==> src/rtl/ctf_pkg.sv <==
package ctf_pkg;

  // timing
  localparam int unsigned CLK_HZ      = 50_000_000;
  localparam int unsigned DOT_TONE_HZ = 6_000;
  localparam int unsigned BIT_RATE_HZ = 2 * DOT_TONE_HZ;
  localparam int unsigned BIT_CYCLES  = CLK_HZ / BIT_RATE_HZ;
  localparam int          DIV_W       = 13;

  // segment lengths in transmitted bits
  localparam int                CNT_W         = 10;
  localparam logic [CNT_W-1:0]  DOT_BITS_DEF  = 10'h0f0;
  localparam logic [CNT_W-1:0]  TAIL_BITS_DEF = 10'h018;
  localparam logic [CNT_W-1:0]  PRE_BITS_DEF  = 10'h060;
  localparam logic [CNT_W-1:0]  END_BITS_DEF  = 10'h030;

  // payload buffer: one entry per grey-coded dibit
  localparam int FIFO_AW = 8;
  localparam int DIBIT_W = 2;

  // preamble generator, x^9 + x^5 + 1
  localparam int               LFSR_W    = 9;
  localparam int               LFSR_TAP  = 4;
  localparam logic [LFSR_W-1:0] LFSR_SEED = 9'h1ff;

  localparam logic IDLE_LEVEL = 1'b0;

  typedef enum logic [2:0] {
    ST_IDLE = 3'b000,
    ST_DOT  = 3'b001,
    ST_TAIL = 3'b010,
    ST_PRE  = 3'b011,
    ST_DATA = 3'b100,
    ST_END  = 3'b101
  } ctf_state_t;

endpackage

==> src/rtl/ctf_framer.sv <==
`timescale 1ns/1ps
module ctf_framer #(
  parameter int unsigned              BIT_CYCLES = ctf_pkg::BIT_CYCLES,
  parameter logic [ctf_pkg::CNT_W-1:0] DOT_BITS   = ctf_pkg::DOT_BITS_DEF,
  parameter logic [ctf_pkg::CNT_W-1:0] TAIL_BITS  = ctf_pkg::TAIL_BITS_DEF,
  parameter logic [ctf_pkg::CNT_W-1:0] PRE_BITS   = ctf_pkg::PRE_BITS_DEF,
  parameter logic [ctf_pkg::CNT_W-1:0] END_BITS   = ctf_pkg::END_BITS_DEF
) (
  // clock and reset
  input  wire logic clk_sys,
  input  wire logic rst_n,
  // console side
  input  wire logic coded_call_n,
  input  wire logic rx_bit,
  input  wire logic rx_bit_valid,
  input  wire logic voice_squelch_flag,
  // controls
  input  wire logic loopback_test,
  input  wire logic mute_request,
  // transmit side
  output logic      tx_filter_input,
  output logic      clk6k_out,
  output logic      coded_indicate,
  output logic      path_select_coded,
  output logic      audio_mute,
  // segment status
  output logic      sync_active_status,
  output logic      preamble_active_status,
  output logic      payload_active_status,
  output logic      end_active_status
);

  localparam int CW = ctf_pkg::CNT_W;

  function automatic logic [CW-1:0] seg_len(input ctf_pkg::ctf_state_t s);
    case (s)
      ctf_pkg::ST_DOT:  seg_len = DOT_BITS;
      ctf_pkg::ST_TAIL: seg_len = TAIL_BITS;
      ctf_pkg::ST_PRE:  seg_len = PRE_BITS;
      ctf_pkg::ST_END:  seg_len = END_BITS;
      default:          seg_len = '1;
    endcase
  endfunction

  // symbol-rate enable
  logic [ctf_pkg::DIV_W-1:0] div_cnt;
  logic                      bit_en;
  wire                       div_wrap = (div_cnt == ctf_pkg::DIV_W'(BIT_CYCLES - 1));

  always_ff @(posedge clk_sys or negedge rst_n) begin
    if (!rst_n) begin
      div_cnt <= '0;
      bit_en  <= 1'b0;
    end else begin
      div_cnt <= div_wrap ? '0 : div_cnt + 1'b1;
      bit_en  <= div_wrap;
    end
  end

  ctf_pkg::ctf_state_t        state;
  ctf_pkg::ctf_state_t        next_state;
  logic [CW-1:0]              cnt;
  logic [CW-1:0]              next_cnt;
  logic [ctf_pkg::LFSR_W-1:0] lfsr;
  logic                       eom_seen;
  logic                       half_valid;
  logic                       half_bit;
  logic                       tx_half;
  logic                       tx_lsb;

  // input selection and end detection
  wire in_bit   = loopback_test ? tx_filter_input : rx_bit;
  wire in_valid = loopback_test ? bit_en : rx_bit_valid;
  wire eom_cond = coded_call_n || voice_squelch_flag;
  wire in_call  = (state != ctf_pkg::ST_IDLE) || !coded_call_n;
  // capture stops the moment the end shows, so its dc form never enters the buffer
  wire capture_ok = in_call && !eom_cond && !eom_seen && (state != ctf_pkg::ST_END);
  wire push_pair  = capture_ok && in_valid && half_valid;
  wire [1:0] grey_pair = {half_bit, half_bit ^ in_bit};

  // payload buffer
  wire       fifo_flush = (state == ctf_pkg::ST_IDLE) && coded_call_n;
  wire       fifo_valid;
  wire [1:0] fifo_data;
  wire       fifo_ready;
  wire       seg_last = (cnt == seg_len(state) - 1'b1);
  wire       pop = bit_en && (state == ctf_pkg::ST_DATA) && !tx_half && fifo_valid;

  ctf_dibit_fifo u_fifo (
    .clk_sys    (clk_sys),
    .rst_n      (rst_n),
    .flush      (fifo_flush),
    .push_valid (push_pair),
    .push_data  (grey_pair),
    .push_ready (fifo_ready),
    .pop_ready  (pop),
    .pop_valid  (fifo_valid),
    .pop_data   (fifo_data)
  );

  // dibit pairing on the input side
  always_ff @(posedge clk_sys or negedge rst_n) begin
    if (!rst_n) begin
      half_valid <= 1'b0;
      half_bit   <= 1'b0;
    end else if (!capture_ok) begin
      half_valid <= 1'b0;
    end else if (in_valid) begin
      half_valid <= !half_valid;
      half_bit   <= in_bit;
    end
  end

  // end flag: set while a call runs, dropped only in idle
  always_ff @(posedge clk_sys or negedge rst_n) begin
    if (!rst_n) begin
      eom_seen <= 1'b0;
    end else if (state == ctf_pkg::ST_IDLE) begin
      eom_seen <= 1'b0;
    end else if (eom_cond) begin
      eom_seen <= 1'b1;
    end
  end

  // symbols sent per sync segment, cleared in idle;
  // they only feed the length check below
  logic [CW-1:0] dot_run;
  logic [CW-1:0] tail_run;

  always_ff @(posedge clk_sys or negedge rst_n) begin
    if (!rst_n) begin
      dot_run  <= '0;
      tail_run <= '0;
    end else if (state == ctf_pkg::ST_IDLE) begin
      dot_run  <= '0;
      tail_run <= '0;
    end else if (bit_en) begin
      if (state == ctf_pkg::ST_DOT) dot_run <= dot_run + 1'b1;
      if (state == ctf_pkg::ST_TAIL) tail_run <= tail_run + 1'b1;
    end
  end

  // transmit bit for the current segment
  logic next_tx;
  always_comb begin
    next_tx = ctf_pkg::IDLE_LEVEL;
    case (state)
      ctf_pkg::ST_DOT:  next_tx = ~cnt[0];
      ctf_pkg::ST_TAIL: next_tx = cnt[0];
      ctf_pkg::ST_PRE:  next_tx = lfsr[0];
      ctf_pkg::ST_DATA: next_tx = tx_half ? tx_lsb : (fifo_valid ? fifo_data[1] : ctf_pkg::IDLE_LEVEL);
      ctf_pkg::ST_END:  next_tx = ~cnt[1];
      default:          next_tx = ctf_pkg::IDLE_LEVEL;
    endcase
  end

  // segment sequencing, advanced once per symbol
  always_comb begin
    next_state = state;
    next_cnt   = seg_last ? '0 : cnt + 1'b1;
    case (state)
      ctf_pkg::ST_IDLE: begin
        next_cnt = '0;
        if (!coded_call_n) next_state = ctf_pkg::ST_DOT;
      end
      ctf_pkg::ST_DOT:  if (seg_last) next_state = ctf_pkg::ST_TAIL;
      ctf_pkg::ST_TAIL: if (seg_last) next_state = ctf_pkg::ST_PRE;
      ctf_pkg::ST_PRE:  if (seg_last) next_state = ctf_pkg::ST_DATA;
      ctf_pkg::ST_DATA: begin
        next_cnt = '0;
        // payload drained and end seen: a pending second half
        // still goes out on this symbol, so no dibit is split
        if (!fifo_valid && eom_seen) next_state = ctf_pkg::ST_END;
      end
      ctf_pkg::ST_END:  if (seg_last) next_state = ctf_pkg::ST_IDLE;
      default:          next_state = ctf_pkg::ST_IDLE;
    endcase
  end

  always_ff @(posedge clk_sys or negedge rst_n) begin
    if (!rst_n) begin
      state   <= ctf_pkg::ST_IDLE;
      cnt     <= '0;
      tx_half <= 1'b0;
      tx_lsb  <= 1'b0;
    end else if (bit_en) begin
      state   <= next_state;
      cnt     <= next_cnt;
      tx_half <= pop;
      if (pop) tx_lsb <= fifo_data[0];
    end
  end

  // preamble generator restarts each call so every preamble is the same
  always_ff @(posedge clk_sys or negedge rst_n) begin
    if (!rst_n) begin
      lfsr <= ctf_pkg::LFSR_SEED;
    end else if (bit_en) begin
      if (state == ctf_pkg::ST_PRE) begin
        lfsr <= {lfsr[0] ^ lfsr[ctf_pkg::LFSR_TAP], lfsr[ctf_pkg::LFSR_W-1:1]};
      end else begin
        lfsr <= ctf_pkg::LFSR_SEED;
      end
    end
  end

  // registered outputs follow the bit on the line
  wire sending = (state != ctf_pkg::ST_IDLE);
  always_ff @(posedge clk_sys or negedge rst_n) begin
    if (!rst_n) begin
      tx_filter_input        <= ctf_pkg::IDLE_LEVEL;
      clk6k_out              <= 1'b0;
      coded_indicate         <= 1'b0;
      path_select_coded      <= 1'b0;
      sync_active_status     <= 1'b0;
      preamble_active_status <= 1'b0;
      payload_active_status  <= 1'b0;
      end_active_status      <= 1'b0;
    end else if (bit_en) begin
      tx_filter_input        <= next_tx;
      clk6k_out              <= ~clk6k_out;
      coded_indicate         <= sending;
      path_select_coded      <= sending;
      sync_active_status     <= (state == ctf_pkg::ST_DOT) || (state == ctf_pkg::ST_TAIL);
      preamble_active_status <= (state == ctf_pkg::ST_PRE);
      payload_active_status  <= (state == ctf_pkg::ST_DATA);
      end_active_status      <= (state == ctf_pkg::ST_END);
    end
  end

  always_ff @(posedge clk_sys or negedge rst_n) begin
    if (!rst_n) begin
      audio_mute <= 1'b1;
    end else begin
      audio_mute <= mute_request;
    end
  end
endmodule

==> src/rtl/ctf_dibit_fifo.sv <==
`timescale 1ns/1ps
module ctf_dibit_fifo #(
  parameter int AW = ctf_pkg::FIFO_AW,
  parameter int W  = ctf_pkg::DIBIT_W
) (
  // clock and reset
  input  wire logic         clk_sys,
  input  wire logic         rst_n,
  input  wire logic         flush,
  // fill side
  input  wire logic         push_valid,
  input  wire logic [W-1:0] push_data,
  output logic              push_ready,
  // drain side
  input  wire logic         pop_ready,
  output logic              pop_valid,
  output logic [W-1:0]      pop_data
);

  logic [W-1:0] mem [0:(1<<AW)-1];
  logic [AW:0]  wr_ptr;
  logic [AW:0]  rd_ptr;
  wire          empty = (wr_ptr == rd_ptr);
  wire          full  = (wr_ptr == {~rd_ptr[AW], rd_ptr[AW-1:0]});
  wire          do_push = push_valid && !full;
  wire          do_pop  = pop_ready && !empty;

  assign push_ready = !full;
  assign pop_valid  = !empty;
  assign pop_data   = mem[rd_ptr[AW-1:0]];

  always_ff @(posedge clk_sys) begin
    if (do_push) begin
      mem[wr_ptr[AW-1:0]] <= push_data;
    end
  end

  // flush wins: a stale call must not leak into the next one
  always_ff @(posedge clk_sys or negedge rst_n) begin
    if (!rst_n) begin
      wr_ptr <= '0;
      rd_ptr <= '0;
    end else if (flush) begin
      wr_ptr <= '0;
      rd_ptr <= '0;
    end else begin
      if (do_push) wr_ptr <= wr_ptr + 1'b1;
      if (do_pop)  rd_ptr <= rd_ptr + 1'b1;
    end
  end

endmodule

==> config.mk <==
export PLATFORM = sky130hd
export DESIGN_NAME = ctf_framer
export DESIGN_NICKNAME = d
export VERILOG_FILES = /design/src/rtl/ctf_pkg.sv /design/src/rtl/ctf_framer.sv /design/src/rtl/ctf_dibit_fifo.sv
export SDC_FILE = /design/constraint.sdc
export NUM_CORES = 1
export LEC_CHECK = 0
export BUFFER_PORTS_ARGS = -buffer_cell sky130_fd_sc_hd__buf_4
export CORE_MARGIN = 2
export CORE_UTILIZATION = 40
export CTS_CLUSTER_DIAMETER = 40
export DETAILED_ROUTE_END_ITERATION = 7
export PLACE_DENSITY = 0.59
export SYNTH_ARGS = -nofsm -noshare
export SYNTH_HDL_FRONTEND = slang
export SYNTH_HIERARCHICAL = 1
export SYNTH_SLANG_ARGS = --single-unit
==> constraint.sdc <==
create_clock -name clk_sys -period 12.4 [get_ports clk_sys]
set_input_delay 2.48 -clock clk_sys [delete_from_list [all_inputs] [get_ports clk_sys]]
set_output_delay 2.48 -clock clk_sys [all_outputs]
set_load 0.01 [all_outputs]
# Yosys cells after proc, flatten, opt, wreduce, memory -nomap -nowiden
# Memory sizes are Yosys's and may differ from the RTL's.
# Cells that the tools add are included.
# op_classes
reduce_logical	31
mux	27
n_addsub	5
n_eq_ne	17
bitwise_logic	6
# op_table
cell	n
9-bit 2-to-1 mux	5
10-bit case mux with 4 select lines	1
10-bit 2-to-1 mux	2
9-bit by 1-bit adder with 9-bit output, second input constant	2
9-bit == test	2
3-bit 2-to-1 mux	6
3-bit case mux with 6 select lines	1
2-bit != test, second input constant	7
13-bit by 1-bit adder with 13-bit output, second input constant	1
13-bit == test, second input constant	1
13-bit 2-to-1 mux	1
1-bit logical AND	12
10-bit by 1-bit adder with 10-bit output, second input constant	1
10-bit == test	1
1-bit 2-to-1 mux	10
10-bit by 1-bit subtractor with 10-bit output, second input constant	1
1-bit zero test	7
7-bit AND reduction	1
3-bit by 2-bit == test with 1-bit output, second input constant	2
3-bit == test, second input constant	2
2-bit nonzero test	3
1-bit case mux with 5 select lines	1
1-bit NOT	4
2-bit AND reduction	2
other kinds (7)	10
# word_totals
ramBits	512
regBits	67
mem_count	1
# mem_list
memory	depth	word_bits	read_ports	rd_ports_with_merged_regs	wr	line_no	text
u_fifo.mem	256	2	1	0	1	ctf_dibit_fifo.sv:20	logic [W-1:0] mem [0:(1<<AW)-1];

# Depth between registers and ports, before layout
# Gate-level depths: netlist (run 1).
# logic_depth
word_depth	10
ltp_mapped	16
depth_no_buf	11

# By module
# The synthesis (run 1) kept the hierarchy.
# by_module_without_submodules
mod	n_inst	cells_per_inst	seq_area_each_um2	area_each_um2
ctf_dibit_fifo	1	1341	15825.2	22158.8
ctf_framer	1	239	1238.7	2424.8

# Least setup slack after synthesis (run 1)
# OpenSTA, ideal clock, no wires.
# synth_timing
kind	register to register
startpoint	register half_bit
endpoint	memory u_fifo/mem[0][0] (netlist name) (data pin)
n_path_buf	0
setup_slack_ps	684
period_less_slack_ps	11716
required_time_ps	10750
arrival_ps	10066
stages_incl_launch_ff	2
cell_sequence	dfrtp_1 xnor2_1
# synth_between
elab_chain_cells	1
# synth_lines
element	line_no	text
start, declared	ctf_framer.sv:67	logic half_bit;
start signal, assigned	ctf_framer.sv:110	half_bit <= in_bit;
1-bit bitwise XOR	ctf_framer.sv:79	wire [1:0] grey_pair = {half_bit, half_bit ^ in_bit};
named net grey_pair[0]	ctf_framer.sv:79	
end, declared	ctf_dibit_fifo.sv:20	
# The timed path passes the listed nets, and every way through them passes these cells.

# Worst setup path after layout (run 1)
# layout_timing
startpoint	input port coded_call_n
endpoint	memory u_fifo/mem[174][1] (netlist name) (enable)
# layout_between
elab_chain_cells	10
word_cells_on_any_way	12
cone_classes	mux (2); reduce/logical (10)
# layout_lines
element	line_no	text
start, declared	ctf_framer.sv:13	input wire logic coded_call_n,
1-bit zero test or 1-bit logical OR (tied branches)	--	
1-bit logical OR or 1-bit zero test (tied branches)	ctf_framer.sv:75, ctf_framer.sv:77	
1-bit logical AND (*) (3 in series)	ctf_framer.sv:77	wire capture_ok = in_call && !eom_cond && !eom_seen && (state != ctf_pkg::ST_END);
1-bit logical AND (*) (2 in series)	ctf_framer.sv:78	wire push_pair = capture_ok && in_valid && half_valid;
named net push_pair	ctf_framer.sv:78	
1-bit logical AND (*)	ctf_dibit_fifo.sv:25	wire do_push = push_valid && !full;
1-bit 2-to-1 mux (*)	ctf_dibit_fifo.sv:33	if (do_push) begin
1-bit 2-to-1 mux (implied by the code) (*)	ctf_dibit_fifo.sv:34	mem[wr_ptr[AW-1:0]] <= push_data;
# The timed path passes the listed nets; every way through them passes the cells marked *.

==> impl_metrics.csv, run 1 <==
group,metric,value,unit
run_status,outcome,"finished, violations left",
run_status,violations,"slew limit",
cts,clkSinkCount,579,
power_and_ir_drop,power_frac_seq,47.8,%
floorplan,die_x,252,µm
worst_setup_path,worstPathMaxFanout,21,
route,drt-initial-drc-count,1418,
route,drc,0,
floorplan,io_pins,17,
cts,clk_pin_slew,0.06,ns
timing,fin_crit_sh,43.9,%
power_and_ir_drop,cellLeakagePower,8.76,nW
hold_path,min_path_type,"flip-flop to flip-flop",
logic_synthesis,synth.yosys.warnings,6,
floorplan,initial_core_util,40.6,%
global_routing,grt_pass1_vias,14300,
final_layout,ff_latch_area,17100,µm²
timing,worst_pin_slew,1.62,ns
route,wl,58.9,mm
cts,cts_resized,0,
final_layout,layout_commonest_cell,"edfxtp_1",
job,cap_violations,0,
global_routing,grt_max_degree,257,
logic_synthesis,synth_cells,1579,
worst_setup_path,start_kind,"primary input",
placement,portBuffers,16,
cts,htree_levels,3,
worst_setup_path,startpoint,"coded_call_n",
logic_synthesis,syn_nets,1595,
route,drtPass1Iterations,5,
hold_path,min_from,"clk6k_out",
route,ant_nets,0,
cts,cts_tree,"built",
power_and_ir_drop,p_per_area,167,nW/µm²
placement,hpwl,34.1,mm
placement,routabilityCongestion,0.796,
worst_setup_path,r2r_start,"u_fifo/rd_ptr[0]",
final_layout,multiInputGateArea,6870,µm²
power_and_ir_drop,p_switching,0.00103,W
timing,setup_violations,0,
timing,fmaxAchievable,184,MHz
final_layout,fill_cells,5199,
power_and_ir_drop,ir_drop,126,µV
cts,holdBufCountCts,0,
power_and_ir_drop,internal_power,0.00367,W
power_and_ir_drop,p_sw_share,21.9,%
route,num_vias,13900,
global_routing,antenna_found_initial,0,
cts,cts_setup_buffers,0,
cts,cts_root_buf,"clkbuf_16",
timing,hold_viol,0,
floorplan,die_h,252,µm
timing,fin_crit,5.45,ns
logic_synthesis,avgSynthCellArea,15.6,µm²
worst_setup_path,end_kind,"flip-flop",
final_layout,final_cell_mix,"edfxtp_1 (512), nor2_1 (304), mux4_2 (106)",
timing,tns,0,ns
floorplan,core,60600,µm²
worst_setup_path,cp.required,12.68,ns
placement,placed_area,25300,µm²
timing,final-max-slew-violation-count,130,
final_layout,drive_gt1_share,19.1,%
logic_synthesis,synthesis.area,24600,µm²
final_layout,area_growth,14.4,%
timing,fin_skew,0.0252,ns
power_and_ir_drop,p_comb_share,2.5,%
cts,cts_buffers,84,
timing,slew-limit-headroom,-7.83,%
cts,clk-insertion-delay-late,0.63,ns
final_layout,design_area,28100,µm²
global_routing,grt_pass1_wl,89.2,mm
timing,grt_setup_unrepaired,"false",
floorplan,rows,90,
worst_setup_path,critPathKind,"primary input to flip-flop",
timing,setup_ws,6.95,ns
power_and_ir_drop,clock_power_share,49.7,%
placement,place_ws,6.36,ns
route,wire_per_inst,24.0,µm
global_routing,grt_use_total,18.8,%
worst_setup_path,worst-endpoint-arrival,5.73,ns
final_layout,insertedDiodeCount,0,
route,vias_per_cell,5.67,
floorplan,fp.dieArea,63400,µm²
cts,cts_buffer_depth,3,
global_routing,grt_overflow,0,
final_layout,nets,1616,
## final timing paths
check                                     end  slack (ns)  depth (start not counted)
max                        u_fifo/mem[174][1]        6.95                          8
max reg2reg                u_fifo/mem[174][1]        7.49                          7
min                                 clk6k_out        0.47                          1
min in group asynchronous              cnt[0]        1.99                          1
min reg2reg                         clk6k_out        0.47                          1
max in group asynchronous    u_fifo/rd_ptr[0]        9.76                          1
## sequential cells by signal, summed over array words and instances, names as in the netlist, 3 cells and up
register       flops
u_fifo/mem       512
div_cnt           13
cnt               10
lfsr               9
u_fifo/rd_ptr      9
u_fifo/wr_ptr      9
state              3
## routing by layer
layer | vias up | track usage (%) | part of all wire, %
met5 | - | 0 | 0
met4 | 0 | 6.14 | 2.7
met3 | 97 | 3.50 | 5.7
met2 | 441 | 31.2 | 49
met1 | 7232 | 25.2 | 43
li1 | 6122 | - | -
## power groups by stage
stage | combinational, W | sequential [W] | clock (W)
after floorplan | 0.0000363 | 0.00234 | 0
after CTS | 0.000118 | 0.00225 | 0.00238
after global placement | 0.000117 | 0.00229 | 0
after detailed placement | 0.000118 | 0.00229 | 0
after global routing | 0.000129 | 0.00225 | 0.00246
final | 0.000116 | 0.00225 | 0.00234
## worst max-delay path, stage by stage
cell and delay (ns):
buf_4 0.12, nor3_1 0.24, nand2_1 0.11, nor2_1 0.19, and2_1 0.21, o31a_1 0.78, nand4_1 1.03, nor2_1 0.54
## final cells by class
cell class	count	area share, %
sequential	579	60.7
clock buffer	89	7.54
clock inverter	65	2.41
tap	782	3.48
multi-input combinational	875	24.4
inverter	19	0.254
timing repair buffer	41	1.18
## metrics by stage
stage          total power, W  util (%)  hold WS [ns]  cells
2_1_floorplan         0.00238         -         0.460   1579
3_3_place_gp          0.00240      41.8         0.456   2296
3_5_place_dp          0.00240      41.8         0.468   2296
4_1_cts               0.00475      46.4         0.475   2450
5_1_grt               0.00484      46.4         0.493   2450
6_report              0.00471      46.4         0.472   2450
No activity file was read; power rests on OpenSTA's default activity.
==> run 2: changes to the inputs <==
Clock period 12.4 ns to 4.9 ns, I/O delays scaled along.
==> impl_metrics.csv, run 2 (same netlist as run 1, synthesis figures left out) <==
group,metric,value,unit
placement,dp.cells,2327,
cts,cts_buffer_depth,3,
global_routing,grt_max_degree,258,
floorplan,rows,90,
floorplan,io_pins,17,
floorplan,fp.dieArea,63400,µm²
cts,clk_pin_slew,0.05,ns
final_layout,final_cells,2485,
final_layout,layout_commonest_cell,"edfxtp_1",
timing,setup_violations,0,
timing,fin_crit_sh,78.2,%
hold_path,min_path_type,"primary input to flip-flop",
floorplan,initial_core_util,40.6,%
final_layout,largest_reg_flops,512,
final_layout,nets,1649,
global_routing,grt_pass1_wl,93.2,mm
worst_setup_path,worst-endpoint-arrival,4.40,ns
route,num_vias,14400,
placement,hpwl,37.3,mm
route,wire_per_inst,25.1,µm
timing,fin_crit,3.83,ns
cts,cts_root_buf,"clkbuf_16",
worst_setup_path,crit_chain,"buf_12 > buf_4 > mux4_2 > a31oi_1 > and3_1 > nor4_1 > o32ai_1 > a221oi_2 > nand2_1 > o21ai_0 > a221oi_1 > a21oi_1 > mux2_2",
timing,hold_viol,0,
floorplan,die_h,252,µm
power_and_ir_drop,ir_drop,223,µV
power_and_ir_drop,total_power,0.0121,W
final_layout,drive_gt1_share,20.6,%
global_routing,grt_use_total,20.0,%
final_layout,final_cell_mix,"edfxtp_1 (512), nor2_1 (304), mux4_2 (106)",
worst_setup_path,critPathKind,"flip-flop to flip-flop",
job,cap_violations,0,
worst_setup_path,r2r_start,"u_fifo/rd_ptr[1]",
run_status,outcome,"finished, final reports clean",
route,drtPass1Iterations,6,
cts,cts_resized,0,
cts,cts_buffers,86,
route,drt-initial-drc-count,1727,
cts,cts_setup_buffers,0,
hold_path,min_from,"mute_request",
global_routing,grt_overflow,0,
cts,htree_levels,3,
worst_setup_path,cp_slowest_cell,"dfrtp_4",
power_and_ir_drop,p_per_area,425,nW/µm²
power_and_ir_drop,cellLeakagePower,8.99,nW
timing,worst_pin_slew,1.16,ns
global_routing,grt_pass1_vias,14700,
worst_setup_path,worstPathMaxFanout,47,
final_layout,fin_util,47.1,%
timing,fmaxAchievable,261,MHz
final_layout,design_area,28600,µm²
final_layout,area_growth,16.2,%
route,vias_per_cell,5.78,
placement,routabilityCongestion,0.835,
timing,tns,0,ns
cts,clk-insertion-delay-late,0.64,ns
global_routing,antenna_found_initial,2,
worst_setup_path,end_kind,"flip-flop",
worst_setup_path,crit_family,"compound AO/OA/AOI/OAI gates",
floorplan,core,60600,µm²
route,drc,0,
timing,fin_skew,0.0208,ns
timing,grt_setup_unrepaired,"false",
final_layout,insertedDiodeCount,0,
worst_setup_path,cp.required,5.47,ns
timing,final-max-slew-violation-count,0,
route,ant_nets,0,
floorplan,die_x,252,µm
final_layout,fill_cells,5171,
worst_setup_path,slowest_delay,0.82,ns
placement,placed_area,25700,µm²
worst_setup_path,cp.buffers_inverters,2,
placement,portBuffers,16,
cts,cts_tree,"built",
timing,slew-limit-headroom,22.7,%
worst_setup_path,start_kind,"flip-flop",
worst_setup_path,startpoint,"u_fifo/rd_ptr[1]",
cts,holdBufCountCts,0,
cts,clkSinkCount,579,
route,wl,62.5,mm
## run 2: power by group
| part | switching (W) | internal [W] | total, W |
|---|---|---|---|
| Sequential | 0.00000402 | 0.00564 | 0.00565 |
| Clock | 0.00234 | 0.00378 | 0.00613 |
| Combinational | 0.000319 | 0.0000478 | 0.000367 |
## run 2: routing by layer
metal | track usage [%] | share of wire (%)
met1 | 27.2 | 42
met2 | 31.8 | 48
met3 | 4.80 | 7.5
met4 | 6.17 | 2.8
met5 | 0 | 0
## run 2: worst paths after layout
kind	end	slack, ns	depth (start not counted)
setup / recovery	tx_filter_input	1.07	13
hold / removal	audio_mute	0.47	1
setup reg to reg	tx_filter_input	1.07	13
hold reg to reg	clk6k_out	0.47	1
max in group asynchronous	u_fifo/rd_ptr[1]	3.77	1
min in group asynchronous	div_cnt[12]	0.48	1
## run 2: layout make-up
cell class                 instances  area, µm²  share of cell area, %
sequential                       579      17100                   59.8
multi-input combinational        875       6860                   24.0
clock buffer                      94       2200                   7.71
tap                              782        978                   3.43
clock inverter                    64        706                   2.47
timing repair buffer              72        666                   2.33
inverter                          19       71.3                  0.250
## run 2: metrics by stage
step           setup slack [ns]  hold slack, ns
5_1_grt                   0.828           0.445
3_5_place_dp              0.992           0.475
3_3_place_gp               1.03           0.454
6_report                   1.07           0.466
4_1_cts                    1.05           0.435
2_1_floorplan             0.588           0.460
## run 2: worst reg2reg max path, stage by stage, from the launching register on
cell and delay (ns):
dfrtp_4 0.82, buf_12 0.40, buf_4 0.29, mux4_2 0.22, a31oi_1 0.07, and3_1 0.22
nor4_1 0.54, o32ai_1 0.20, a221oi_2 0.37, nand2_1 0.08, o21ai_0 0.18, a221oi_1 0.10
a21oi_1 0.14, mux2_2 0.16
==> run 3: changes to the inputs <==
Clock period 4.9 ns to 3.2 ns, I/O delays scaled along.
==> impl_metrics.csv, run 3 (same netlist as run 1, synthesis figures left out) <==
group,metric,value,unit
timing,slew-limit-headroom,35.0,%
floorplan,core,60600,µm²
route,wl,62.0,mm
worst_setup_path,end_kind,"flip-flop",
timing,grt_setup_unrepaired,"true",
cts,clk_pin_slew,0.06,ns
cts,cts_tree,"built",
global_routing,grt_overflow,0,
floorplan,die_h,252,µm
worst_setup_path,cp.required,3.70,ns
final_layout,layout_commonest_cell,"edfxtp_1",
route,ant_nets,0,
placement,hpwl,38.4,mm
timing,tns,0,ns
timing,hold_viol,0,
placement,routabilityCongestion,0.841,
global_routing,grt_max_degree,177,
placement,portBuffers,16,
timing,final-max-slew-violation-count,0,
global_routing,grt_use_total,19.8,%
power_and_ir_drop,total_power,0.0186,W
floorplan,rows,90,
floorplan,fp.dieArea,63400,µm²
cts,cts_buffer_depth,3,
route,drt-initial-drc-count,1505,
run_status,outcome,"finished, final reports clean",
power_and_ir_drop,cellLeakagePower,9.49,nW
final_layout,largest_reg_flops,512,
placement,placed_area,26400,µm²
floorplan,die_x,252,µm
global_routing,grt_pass1_wl,93.9,mm
power_and_ir_drop,p_switching,0.00416,W
global_routing,grt_pass1_vias,15100,
final_layout,drive_gt1_share,25.2,%
final_layout,design_area,29500,µm²
timing,fin_crit_sh,98.8,%
power_and_ir_drop,p_per_area,630,nW/µm²
route,num_vias,14500,
timing,hold_slack,0.124,ns
cts,htree_levels,3,
power_and_ir_drop,ir_drop,426,µV
final_layout,nets,1729,
worst_setup_path,worstPathMaxFanout,6,
timing,fmaxAchievable,316,MHz
final_layout,multiInputGateArea,6970,µm²
worst_setup_path,worst-endpoint-arrival,3.66,ns
final_layout,ff_latch_area,17100,µm²
floorplan,io_pins,17,
final_layout,area_growth,20.1,%
worst_setup_path,start_kind,"flip-flop",
timing,fin_crit,3.16,ns
cts,clk-insertion-delay-late,0.63,ns
cts,cts_root_buf,"clkbuf_16",
global_routing,antenna_found_initial,0,
route,drtPass1Iterations,5,
power_and_ir_drop,internal_power,0.0144,W
worst_setup_path,reg2regPathDepth,12,
power_and_ir_drop,p_sw_share,22.4,%
cts,cts_buffers,84,
cts,holdBufCountCts,0,
route,wire_per_inst,24.2,µm
timing,worst_pin_slew,0.966,ns
power_and_ir_drop,power_frac_seq,46.5,%
route,vias_per_cell,5.66,
route,drc,0,
timing,setup_violations,0,
hold_path,worst_hold_path.num_cells,1,
power_and_ir_drop,clock_power_share,50.6,%
power_and_ir_drop,p_comb_share,2.9,%
worst_setup_path,critPathKind,"flip-flop to flip-flop",
floorplan,initial_core_util,40.6,%
job,cap_violations,0,
final_layout,insertedDiodeCount,0,
final_layout,final_cell_mix,"edfxtp_1 (512), nor2_1 (304), buf_4 (128)",
hold_path,min_path_type,"primary input to flip-flop",
cts,clkSinkCount,579,
timing,fin_skew,0.0232,ns
worst_setup_path,r2r_slack,0.04,ns
final_layout,fill_cells,5131,
[run 3: changes by cell type in the layout (fill, tap and decap cells not counted), moves of 3 or more]
| cell | previous run | this run |
|---|---|---|
| clkinv_8 | 3 | 7 |
| buf_12 | 10 | 25 |
| a221oi_2 | 3 | 7 |
| a221oi_1 | 18 | 14 |
| buf_4 | 62 | 128 |
| clkinv_1 | 10 | 7 |
[run 3: cell type report]
cell class | count | share of cell area, %
repair buffers | 154 | 5.04
well taps | 782 | 3.32
clock inverters | 66 | 2.71
multi-input cells | 875 | 23.6
clock buffers | 90 | 7.23
flip-flops and latches | 579 | 57.9
inverters | 19 | 0.242
[run 3: final timing paths]
check,endpoint,startpoint
setup / recovery,tx_filter_input,u_fifo/rd_ptr[0]
hold / removal,audio_mute,mute_request
setup reg to reg,tx_filter_input,u_fifo/rd_ptr[0]
hold reg to reg,clk6k_out,clk6k_out
max in group asynchronous,u_fifo/rd_ptr[1],rst_n
min in group asynchronous,div_cnt[3],rst_n
[run 3: worst max-delay path, stage by stage (launching register included)]
cell and delay [ns]:
dfrtp_4 0.49, buf_4 0.14, mux4_2 0.49, mux4_2 0.54, a2111oi_2 0.32, o21bai_2 0.18
a221oi_2 0.05, buf_4 0.16, nand2_1 0.06, o21ai_1 0.07, a221oi_2 0.22, a21oi_1 0.07
mux2_2 0.26
[run 3: what timing repair did]
action                     in CTS  in global routing
cloned                          0                  0
buffers inserted                0                 10
setup endpoints to repair       2                  4
pin swaps                       3                  2
gates resized for setup         8                 16
[run 3: per-stage QoR]
| step | setup WS [ns] | instances | utilization, % |
|---|---|---|---|
| 6_report | 0.0382 | 2565 | 48.7 |
| 5_1_grt | -0.0801 | 2565 | 48.7 |
| 4_1_cts | -0.0293 | 2555 | 48.5 |
| 3_5_place_dp | -0.131 | 2399 | 43.6 |
| 3_3_place_gp | -0.133 | 2399 | 43.6 |
| 2_1_floorplan | -1.02 | 1579 | - |
[run 3: power by group through the flow]
stage	Combinational, W	Clock (W)	Sequential [W]
after detailed placement	0.000541	0	0.00880
after global placement	0.000525	0	0.00880
final	0.000531	0.00941	0.00865
after floorplan	0.000144	0	0.00894
after CTS	0.000541	0.00957	0.00865
after global routing	0.000589	0.00991	0.00864
[run 3: layer usage]
metal / wire length [µm] / track usage [%]
met5: 0 / 0
met4: 1500 / 5.97
met3: 3740 / 3.91
met2: 29700 / 31.9
met1: 27100 / 27.4
